[config.mk]
export PLATFORM = sky130hd
export DESIGN_NAME = afn_top
export DESIGN_NICKNAME = d
export VERILOG_FILES = /design/src/afn_pkg.sv /design/src/afn_nco.sv /design/src/afn_top.sv
export SDC_FILE = /design/constraint.sdc
export NUM_CORES = 1
export LEC_CHECK = 0
export BUFFER_PORTS_ARGS = -buffer_cell sky130_fd_sc_hd__buf_4
export CELL_PAD_IN_SITES_DETAIL_PLACEMENT = 0
export CELL_PAD_IN_SITES_GLOBAL_PLACEMENT = 1
export CORE_UTILIZATION = 32
export CTS_CLUSTER_DIAMETER = 40
export DETAILED_ROUTE_END_ITERATION = 10
export PLACE_DENSITY = 0.67
export SETUP_SLACK_MARGIN = 0.1
export SYNTH_ARGS = -nofsm -noshare
export SYNTH_HDL_FRONTEND = slang
export SYNTH_HIERARCHICAL = 1
export SYNTH_SLANG_ARGS = --single-unit
[constraint.sdc]
create_clock -name sys_clk -period 3.5 [get_ports sys_clk]
set_clock_uncertainty 0.1 [all_clocks]
set_input_delay 0 -clock sys_clk [delete_from_list [all_inputs] [get_ports sys_clk]]
set_output_delay 0 -clock sys_clk [all_outputs]
set_load 0.005 [all_outputs]
[src/afn_pkg.sv]
package afn_pkg;

  // ****************************************************************
  // Register map
  // ****************************************************************
  localparam logic [7:0] FIFO_STATUS_OFF = 8'h30;
  localparam logic [7:0] FIFO_THRESHOLD_CONFIG_OFF = 8'h34;
  localparam logic [7:0] MASTER_CLOCK_SYNTH_CONFIG_OFF = 8'h38;
  localparam logic [7:0] IRQ_STATUS_OFF = 8'h40;
  localparam logic [7:0] IRQ_ENABLE_OFF = 8'h44;
  localparam logic [7:0] IRQ_CLEAR_OFF = 8'h48;

  // ****************************************************************
  // Field positions and reset values
  // ****************************************************************
  localparam int RX_THR_LSB = 8;
  localparam int TX_THR_LSB = 0;
  localparam int SYNTH_EN_BIT = 31;
  localparam int INC_W = 20;
  localparam int ACC_W = 21;
  localparam int IRQ_RX_BIT = 0;
  localparam int IRQ_TX_BIT = 1;
  localparam logic [7:0] RX_THR_RST = 8'h00;
  localparam logic [7:0] TX_THR_RST = 8'h40;
  localparam logic [7:0] TX_FREE_RST = 8'hFF;
  localparam logic [31:0] SYNTH_RST = 32'h0000_0000;

  // ****************************************************************
  // Carried groups
  // ****************************************************************
  typedef struct packed {
    logic sel;
    logic write;
    logic [7:0] addr;
  } afn_aphase_t;

  typedef struct packed {
    logic rx_push;
    logic rx_pop;
    logic tx_push;
    logic tx_pop;
  } afn_fifo_ev_t;

endpackage

[src/afn_nco.sv]
`timescale 1ns/100ps
module afn_nco (
  input wire logic sys_clk,
  input wire logic arst_n,
  input wire logic [afn_pkg::INC_W-1:0] incr,
  output logic phase_msb
);

  typedef struct packed {
    logic [afn_pkg::ACC_W-1:0] acc;
  } afn_nco_state_t;

  afn_nco_state_t st_reg;
  afn_nco_state_t st_next;

  // Accumulate increment every cycle
  always_comb begin
    st_next = st_reg;
    st_next.acc = st_reg.acc + {1'b0, incr};
  end

  always_ff @(posedge sys_clk or negedge arst_n) begin
    if (!arst_n) begin
      st_reg <= '0;
    end else begin
      st_reg <= st_next;
    end
  end

  assign phase_msb = st_reg.acc[afn_pkg::ACC_W-1];

  property p_acc_step;
    @(posedge sys_clk) disable iff (!arst_n)
      st_reg.acc == $past(st_reg.acc) + {1'b0, $past(incr)};
  endproperty
  a_acc_step: assert property (p_acc_step)
    else $error("accumulator did not add increment");

endmodule

[src/afn_top.sv]
`timescale 1ns/100ps
// Summary of operation
// - Receive flag when rx bytes reach threshold
// - Transmit flag at threshold, reset 0x40
// - Enable bit selects oscillator as clock
// - Enable bit also drives master-clock pad
// - Readable receive FIFO byte count
// - Readable transmit FIFO free count
module afn_top (
  input wire logic sys_clk,
  input wire logic arst_n,
  input wire logic hsel,
  input wire logic [31:0] haddr,
  input wire logic [1:0] htrans,
  input wire logic hwrite,
  input wire logic [2:0] hsize,
  input wire logic [31:0] hwdata,
  input wire logic hready,
  output logic [31:0] hrdata,
  output logic hreadyout,
  output logic hresp,
  input wire logic rx_push,
  input wire logic rx_pop,
  input wire logic tx_push,
  input wire logic tx_pop,
  input wire logic alt_mclk,
  output logic mclk_out,
  output logic mclk_pad_o,
  output logic mclk_pad_oe,
  output logic irq
);

  // ****************************************************************
  // State
  // ****************************************************************
  typedef struct packed {
    afn_pkg::afn_aphase_t ap;
    logic [7:0] rx_thr;
    logic [7:0] tx_thr;
    logic synth_en;
    logic [afn_pkg::INC_W-1:0] incr;
    logic [7:0] rx_cnt;
    logic [7:0] tx_free;
    logic rx_lvl_d;
    logic tx_lvl_d;
    logic [1:0] irq_stat;
    logic [1:0] irq_en;
    logic [31:0] rdata;
    logic mclk;
    logic pad_o;
    logic pad_oe;
    logic irq;
  } afn_state_t;

  afn_state_t st_reg;
  afn_state_t st_next;
  afn_pkg::afn_fifo_ev_t ev;
  logic nco_msb;
  logic rx_lvl;
  logic tx_lvl;
  logic [1:0] irq_set;
  logic [7:0] tx_used;

  function automatic logic [7:0] cnt_step(input logic [7:0] c,
                                          input logic up,
                                          input logic dn);
    logic [7:0] r;
    r = c;
    if (up && !dn && c != 8'hFF) begin
      r = c + 8'h01;
    end else if (dn && !up && c != 8'h00) begin
      r = c - 8'h01;
    end
    return r;
  endfunction

  afn_nco u_nco (
    .sys_clk(sys_clk),
    .arst_n(arst_n),
    .incr(st_reg.incr),
    .phase_msb(nco_msb)
  );

  assign ev = '{rx_push: rx_push, rx_pop: rx_pop,
                tx_push: tx_push, tx_pop: tx_pop};
  assign tx_used = 8'hFF - st_reg.tx_free;
  assign rx_lvl = st_reg.rx_cnt >= st_reg.rx_thr;
  assign tx_lvl = tx_used >= st_reg.tx_thr;
  assign irq_set[afn_pkg::IRQ_RX_BIT] = rx_lvl && !st_reg.rx_lvl_d;
  assign irq_set[afn_pkg::IRQ_TX_BIT] = tx_lvl && !st_reg.tx_lvl_d;

  // ****************************************************************
  // Next state
  // ****************************************************************
  always_comb begin
    logic [31:0] rd;
    logic [1:0] clr;
    rd = 32'h0000_0000;
    clr = 2'b00;
    st_next = st_reg;
    // Byte counters
    st_next.rx_cnt = cnt_step(st_reg.rx_cnt, ev.rx_push,
                              ev.rx_pop);
    st_next.tx_free = cnt_step(st_reg.tx_free, ev.tx_pop,
                               ev.tx_push);
    st_next.rx_lvl_d = rx_lvl;
    st_next.tx_lvl_d = tx_lvl;
    // Write data phase
    if (st_reg.ap.sel && st_reg.ap.write) begin
      case (st_reg.ap.addr)
        afn_pkg::FIFO_THRESHOLD_CONFIG_OFF: begin
          st_next.rx_thr = hwdata[afn_pkg::RX_THR_LSB +: 8];
          st_next.tx_thr = hwdata[afn_pkg::TX_THR_LSB +: 8];
        end
        afn_pkg::MASTER_CLOCK_SYNTH_CONFIG_OFF: begin
          st_next.synth_en = hwdata[afn_pkg::SYNTH_EN_BIT];
          st_next.incr = hwdata[afn_pkg::INC_W-1:0];
        end
        afn_pkg::IRQ_ENABLE_OFF: begin
          st_next.irq_en = hwdata[1:0];
        end
        afn_pkg::IRQ_CLEAR_OFF: begin
          clr = hwdata[1:0];
        end
        default: begin
        end
      endcase
    end
    // Set wins over clear
    st_next.irq_stat = (st_reg.irq_stat & ~clr) | irq_set;
    // Address phase
    st_next.ap.sel = hsel && hready && htrans[1];
    st_next.ap.write = hwrite;
    st_next.ap.addr = haddr[7:0];
    if (hsel && hready && htrans[1] && !hwrite) begin
      case (haddr[7:0])
        afn_pkg::FIFO_STATUS_OFF: begin
          rd = {16'h0000, st_reg.rx_cnt, st_reg.tx_free};
        end
        afn_pkg::FIFO_THRESHOLD_CONFIG_OFF: begin
          rd = {16'h0000, st_reg.rx_thr, st_reg.tx_thr};
        end
        afn_pkg::MASTER_CLOCK_SYNTH_CONFIG_OFF: begin
          rd = {st_reg.synth_en, 11'h000, st_reg.incr};
        end
        afn_pkg::IRQ_STATUS_OFF: begin
          rd = {30'h0000_0000, st_reg.irq_stat};
        end
        afn_pkg::IRQ_ENABLE_OFF: begin
          rd = {30'h0000_0000, st_reg.irq_en};
        end
        default: begin
          rd = 32'h0000_0000;
        end
      endcase
    end
    st_next.rdata = rd;
    // Clock source and pad
    st_next.mclk = st_reg.synth_en ? nco_msb : alt_mclk;
    st_next.pad_o = st_reg.synth_en ? nco_msb : 1'b0;
    st_next.pad_oe = st_reg.synth_en;
    st_next.irq = |(st_next.irq_stat & st_next.irq_en);
  end

  always_ff @(posedge sys_clk or negedge arst_n) begin
    if (!arst_n) begin
      st_reg <= '0;
      st_reg.rx_thr <= afn_pkg::RX_THR_RST;
      st_reg.tx_thr <= afn_pkg::TX_THR_RST;
      st_reg.tx_free <= afn_pkg::TX_FREE_RST;
      st_reg.synth_en <= afn_pkg::SYNTH_RST[afn_pkg::SYNTH_EN_BIT];
      st_reg.incr <= afn_pkg::SYNTH_RST[afn_pkg::INC_W-1:0];
    end else begin
      st_reg <= st_next;
    end
  end

  assign hrdata = st_reg.rdata;
  assign hreadyout = 1'b1;
  assign hresp = 1'b0;
  assign mclk_out = st_reg.mclk;
  assign mclk_pad_o = st_reg.pad_o;
  assign mclk_pad_oe = st_reg.pad_oe;
  assign irq = st_reg.irq;

  // ****************************************************************
  // Checks
  // ****************************************************************
  property p_rx_flag;
    @(posedge sys_clk) disable iff (!arst_n)
      (st_reg.rx_cnt >= st_reg.rx_thr) && !st_reg.rx_lvl_d
      |=> st_reg.irq_stat[afn_pkg::IRQ_RX_BIT];
  endproperty
  a_rx_flag: assert property (p_rx_flag)
    else $error("rx level flag not set");

  property p_tx_flag;
    @(posedge sys_clk) disable iff (!arst_n)
      (tx_used >= st_reg.tx_thr) && !st_reg.tx_lvl_d
      |=> st_reg.irq_stat[afn_pkg::IRQ_TX_BIT];
  endproperty
  a_tx_flag: assert property (p_tx_flag)
    else $error("tx level flag not set");

  property p_src;
    @(posedge sys_clk) disable iff (!arst_n)
      st_reg.synth_en |=> mclk_out == $past(nco_msb);
  endproperty
  a_src: assert property (p_src)
    else $error("master clock not from oscillator");

  property p_pad;
    @(posedge sys_clk) disable iff (!arst_n)
      !st_reg.synth_en |=> !mclk_pad_oe && !mclk_pad_o;
  endproperty
  a_pad: assert property (p_pad)
    else $error("pad driven while synth disabled");

  property p_rx_cnt;
    @(posedge sys_clk) disable iff (!arst_n)
      rx_push && !rx_pop && st_reg.rx_cnt != 8'hFF
      |=> st_reg.rx_cnt == $past(st_reg.rx_cnt) + 8'h01;
  endproperty
  a_rx_cnt: assert property (p_rx_cnt)
    else $error("rx count did not increment");

  property p_tx_free;
    @(posedge sys_clk) disable iff (!arst_n)
      tx_push && !tx_pop && st_reg.tx_free != 8'h00
      |=> st_reg.tx_free == $past(st_reg.tx_free) - 8'h01;
  endproperty
  a_tx_free: assert property (p_tx_free)
    else $error("tx free count did not decrement");

  property p_incr_wr;
    @(posedge sys_clk) disable iff (!arst_n)
      st_reg.ap.sel && st_reg.ap.write &&
      st_reg.ap.addr == afn_pkg::MASTER_CLOCK_SYNTH_CONFIG_OFF
      |=> st_reg.incr == $past(hwdata[19:0]);
  endproperty
  a_incr_wr: assert property (p_incr_wr)
    else $error("increment write lost");

  property p_irq;
    @(posedge sys_clk) disable iff (!arst_n)
      ##1 irq == |($past(st_next.irq_stat) & $past(st_next.irq_en));
  endproperty
  a_irq: assert property (p_irq)
    else $error("irq output mismatch");

endmodule

-- Yosys cells after proc, flatten, opt, wreduce, memory -nomap -nowiden
Cells that the tools add are included.
- $add $sub $neg: 6
- multipliers: 0
- divide/modulo/power cells: 0
- magnitude comparators: 2
- eq/ne operators: 11
- shift-type cells: 0
- muxes and demuxes: 12
- bitwise logic cells: 4
- reduce and logical (&&, ||, !) cells: 28
- operator list (operator ; count):
    $pmux 32 s5 ; 1
    $eq 8x6->1 const B ; 5
    $eq 8x7->1 const B ; 4
    $mux 32 ; 1
    $mux 8 ; 4
    $add 21x20->21 ; 1
    $add 8x1->8 const B ; 2
    $ge 8x8->1 ; 2
    $ne 8x8->1 const B ; 2
    $reduce_bool 8->1 ; 2
    $sub 8x1->8 const B ; 2
    $logic_and 1x1->1 ; 14
    $mux 2 ; 4
    $sub 8x8->8 const A ; 1
    $logic_not 1->1 ; 7
    $and 2x2->2 ; 2
    $reduce_and 2->1 ; 2
    $reduce_bool 2->1 ; 2
    $mux 1 ; 2
    $not 2->2 ; 1
    $or 2x2->2 ; 1
    $reduce_or 2->1 ; 1
- register bits: 126
- latch bits: 0
- bits in writable memories: 0
- bits in read-only memories: 0
- bits of input ports: 79
- output and inout bits: 38
- word-level logic and storage cells: 82
- memories kept: 0

-- Depth between registers and ports, before layout
- word-level depth: 8
- gate-level depth with buffers: 8
- depth with buffers taken out: 8

-- Hierarchy
Netlist, hierarchy kept.
- by module, submodules not included (module ; instances ; cells each ; area an instance (um^2) ; seq. area each (um^2)):
    afn_top ; 1 ; 447 ; 5049.8 ; 2363.5
    afn_nco ; 1 ; 156 ; 1534.0 ; 525.5

-- Worst setup path after synthesis
No wires, ideal clock.
- kind: reg-to-reg
- from: register st_reg[42] (netlist name)
- to: register st_reg[49] (netlist name)
- library setup time: 76 ps
- arrival: 2417 ps
- data required time: 3324 ps
- setup slack: 907 ps
- cell stages (with the launch flop): 9
- buffers on the path: 0
- clock period less this slack: 2593 ps
- cell sequence: dfstp_2 nand4_1 o211ai_1 ha_1 o21a_1 o21a_1 o21ai_0 mux2i_1 xnor2_1
- longest elaborated chain between the ends: 3
- elaborated cells between the ends (all ways): 9
- those cells by class: 2 x add/sub; 1 x eq/ne; 2 x mux; 4 x reduce/logical
- ends and longest elaborated chain (item ; line ; RTL):
    start, declared ; afn_top.sv:55 ; afn_state_t st_reg;
    start signal, assigned ; afn_top.sv:174 ; st_reg <= st_next;
    $sub 8x1->8, or another cell as far along ; afn_top.sv:72 ; r = c - 8'h01;
    $mux 8, or another cell as far along ; afn_top.sv:71 ; end else if (dn && !up && c != 8'h00) begin
    $mux 8 / $reduce_bool 2->1 (equally long branches) ; -- ;
Several ways; a longest one is shown, not always the timed one. The select of a mux whose other input is x is not followed.
A chain may end at the register's enable or synchronous reset.

-- Worst setup path after layout
Ends and elaborated chain as after synthesis.

==> out/results.txt <==
Post-CTS Repair Setup Buffers: 0
clk slew on worst S/H paths: 0.06 ns
Rel. slew slack: 0.1270
R2R setup slack: 0.92 ns
CP arrival: 2.82 ns
average cell area after synthesis: 10.92 sq um
run status: complete, no violations
CP max FO: 8
# rows: 52
Peak VDD IR: 344.5 uV
Final Max Tran Viols: 0
vias in the first global route: 4918
setup TNS: 0 ns
number of synthesized flops with an enable pin: 0
Worst Tran Pin Value: 1.307 ns
root buffer cell: clkbuf_16
top cells by area, synth: dfrtp_1 (40%), ha_1 (9.1%), mux2_1 (6.2%)
Area Growth Syn to Fin: 22.54%
cell area after synthesis: 0.006584 sq mm
fin crit period: 2.584 ns
clk sinks: 115
Die ar.: 0.02115 sq mm
io pins: 117
Starting Density: 0.3264
die width: 145.4 um
core area: 0.02017 sq mm
leakage dissipation: 3.620 nW
Post-DRT Antenna Nets: 0
CP endpoint kind: flip-flop
Reg2Reg Launch Point: st_reg[42]
final hold vios: 0
HPWL after DPL: 10850 um
Largest register FFs: 68
buffers added on ports: 64
ys flop type: dfrtp_1
startpoint types: flip-flop
sequential fraction of the synthesis area: 0.4388
clk_lat worst skew: 0.41 ns
total congestion overflow after global routing: 0
DRT iter0 DRCs: 177
reg-to-reg endpoint: st_reg[49]
Worst Path Required: 3.73 ns
final wirelength: 14630 um
Max Fclk: 0.3870 GHz
gr usage total: 0.1475
Max Root-Sink Buffers: 2
Nets: 822
post-synth cell types: 69
initial antenna violation count: 0
CP cell instances: nand4_1, o211ai_1, buf_4, ha_1, a21oi_1, o211ai_1, o21ai_0, mux2i_1, xnor2_1
Chip Height: 145.4 um
largest area contributor in the netlist: dfrtp_1
total CTS buffers: 17
post-synthesis async set-or-reset flop share: 1.000
PD cells: 703.2 mW/mm^2
Hold Crit Depth: 4
setup ws final: 0.9157 ns
Antenna Cells: 0
H-Tree Depth: 4
total of max-cap violations: 0
wire per inst: 15.01 um
Synth warnings: 6
Synth Instances: 603
global placement routability congestion: 0.7927
Setup-failing EPs final: 0
Hold Path Sink: hrdata[19]
critical path's largest stage delay: 0.64 ns
Seq cells post-synth: 115
via count: 4692
CTS tree: yes
largest net degree at the start of global routing: 69
DR vias/cell: 4.812
Final period util: 0.7384
ratio of cells with drive above 1 in the final layout: 0.2113
critical setup path kind: flip-flop to flip-flop
Pre-antenna DRT Iters: 4
Hold Path Origin: hsel
worst reg2reg path depth: 9
first-pass GRT wire length: 24740 um
CP max stage cell: dfstp_2
RSZ-0062 raised after global routing: false
Residual DRC: 0
Synth top area share: 0.4029
most used cell, CP: o211ai_1
pre-CTS WS: 0.8780 ns
hold crit path type: input port to flip-flop
what timing repair did:
item	4_1_cts	5_1_grt
hold buffers	37	0
endpoints found under the hold margin	130	0
gates resized for setup	0	0
metal layers:
| metal | routed length, um | GRT usage | part of all wire |
|---|---|---|---|
| met2 | 7008 | 0.2423 | 0.48 |
| met5 | 0 | 0 | 0 |
| met4 | 207 | 0.05368 | 0.014 |
| met3 | 488 | 0.03292 | 0.033 |
| met1 | 6926 | 0.1903 | 0.47 |
final cells by class:
class	count	area [sq um]
sequential	115	2889
inverter	40	150.1
clock buffer	21	450.4
timing repair buffer	104	885.9
tap	270	337.8
fill	1962	12100
multi-input combinational	414	3264
clock inverter	11	90.09
per-stage QoR:
stage	total power (W)	util	cells	hold WS (ns)	instance area (sq um)
2_1_floorplan	0.003564	-	614	-0.3956	6625
3_3_place_gp	0.004034	0.3548	906	0.02025	7157
3_5_place_dp	0.004092	0.3548	906	0.02195	7157
4_1_cts	0.005746	0.4000	975	0.001497	8068
5_1_grt	0.006118	0.4000	975	0.03427	8068
6_report	0.005673	0.4000	975	0.01836	8068
critical path, delay by kind of cell (launching register included):
family / cells / cell delay [ns]
AND/OR/NAND/NOR: 1 / 0.12
AO/OA/AOI/OAI: 4 / 0.78
XOR/XNOR: 1 / 0.15
flip-flops: 1 / 0.64
multiplexers: 1 / 0.27
adder cells (fa/ha/maj): 1 / 0.24
buffers and inverters: 1 / 0.21
where the power goes:
group | leakage, nW | total, W | internal (W) | switching (W)
registers | 1.37 | 0.00193 | 0.00166 | 0.000270
logic | 1.99 | 0.00217 | 0.00101 | 0.00116
clock network | 0.258 | 0.00158 | 0.000984 | 0.000594
worst max-delay path by stage:
stage	to	slack, ns	cells past startpoint	start
6_report	st_reg[49]	0.92	9	st_reg[42]
5_1_grt	st_reg[49]	0.68	9	st_reg[42]
4_1_cts	st_reg[57]	0.87	8	st_reg[55]
3_5_place_dp	st_reg[57]	0.88	8	st_reg[56]
3_3_place_gp	st_reg[57]	0.91	8	st_reg[55]
2_1_floorplan	st_reg[49]	0.91	8	st_reg[42]
cell usage in the layout, fill, tap and decap left out, types with 12 or more instances in the layout:
cell type        n
xor2_1          12
o21ai_0         14
a22o_1          16
nor2_1          26
dfrtp_1        106
nand2_1         35
ha_1            48
xnor2_1         18
dlygate4sd3_1   37
clkbuf_16       17
mux2_1          36
conb_1          13
buf_4           66
a21oi_1         37
inv_1           40
cell usage after synthesis (3+ instances only):
library cell,number
dfrtp_1,106
ha_1,48
inv_1,40
a21oi_1,37
mux2_1,36
nand2_1,35
buf_4,34
nor2_1,26
xnor2_1,18
a22o_1,16
o21ai_0,14
xor2_1,12
a22oi_2,10
dfstp_2,9
nand3_1,9
nor2_2,9
buf_2,8
nor2b_1,8
o211ai_1,8
mux2i_1,7
a21o_1,6
and2_1,6
mux2_2,6
nand4_1,6
nor4_1,6
a22oi_1,5
o21a_1,5
a31oi_1,4
and3_1,4
o21ai_1,4
o22ai_1,4
a211o_1,3
fa_1,3
nand2b_1,3
nor3_1,3
o21ai_2,3
kinds of logic after synthesis:
group / share of synthesized area
xor gates and xnor gates: 0.03991
and+or+nand+nor: 0.1087
muxes: 0.08704
buffers and inverters: 0.07164
DFF: 0.4388
AOI/OAI and AO/OA: 0.1524
adders and majority gates: 0.1003
other: 0.001141
No activity file was read; power rests on OpenSTA's default activity.
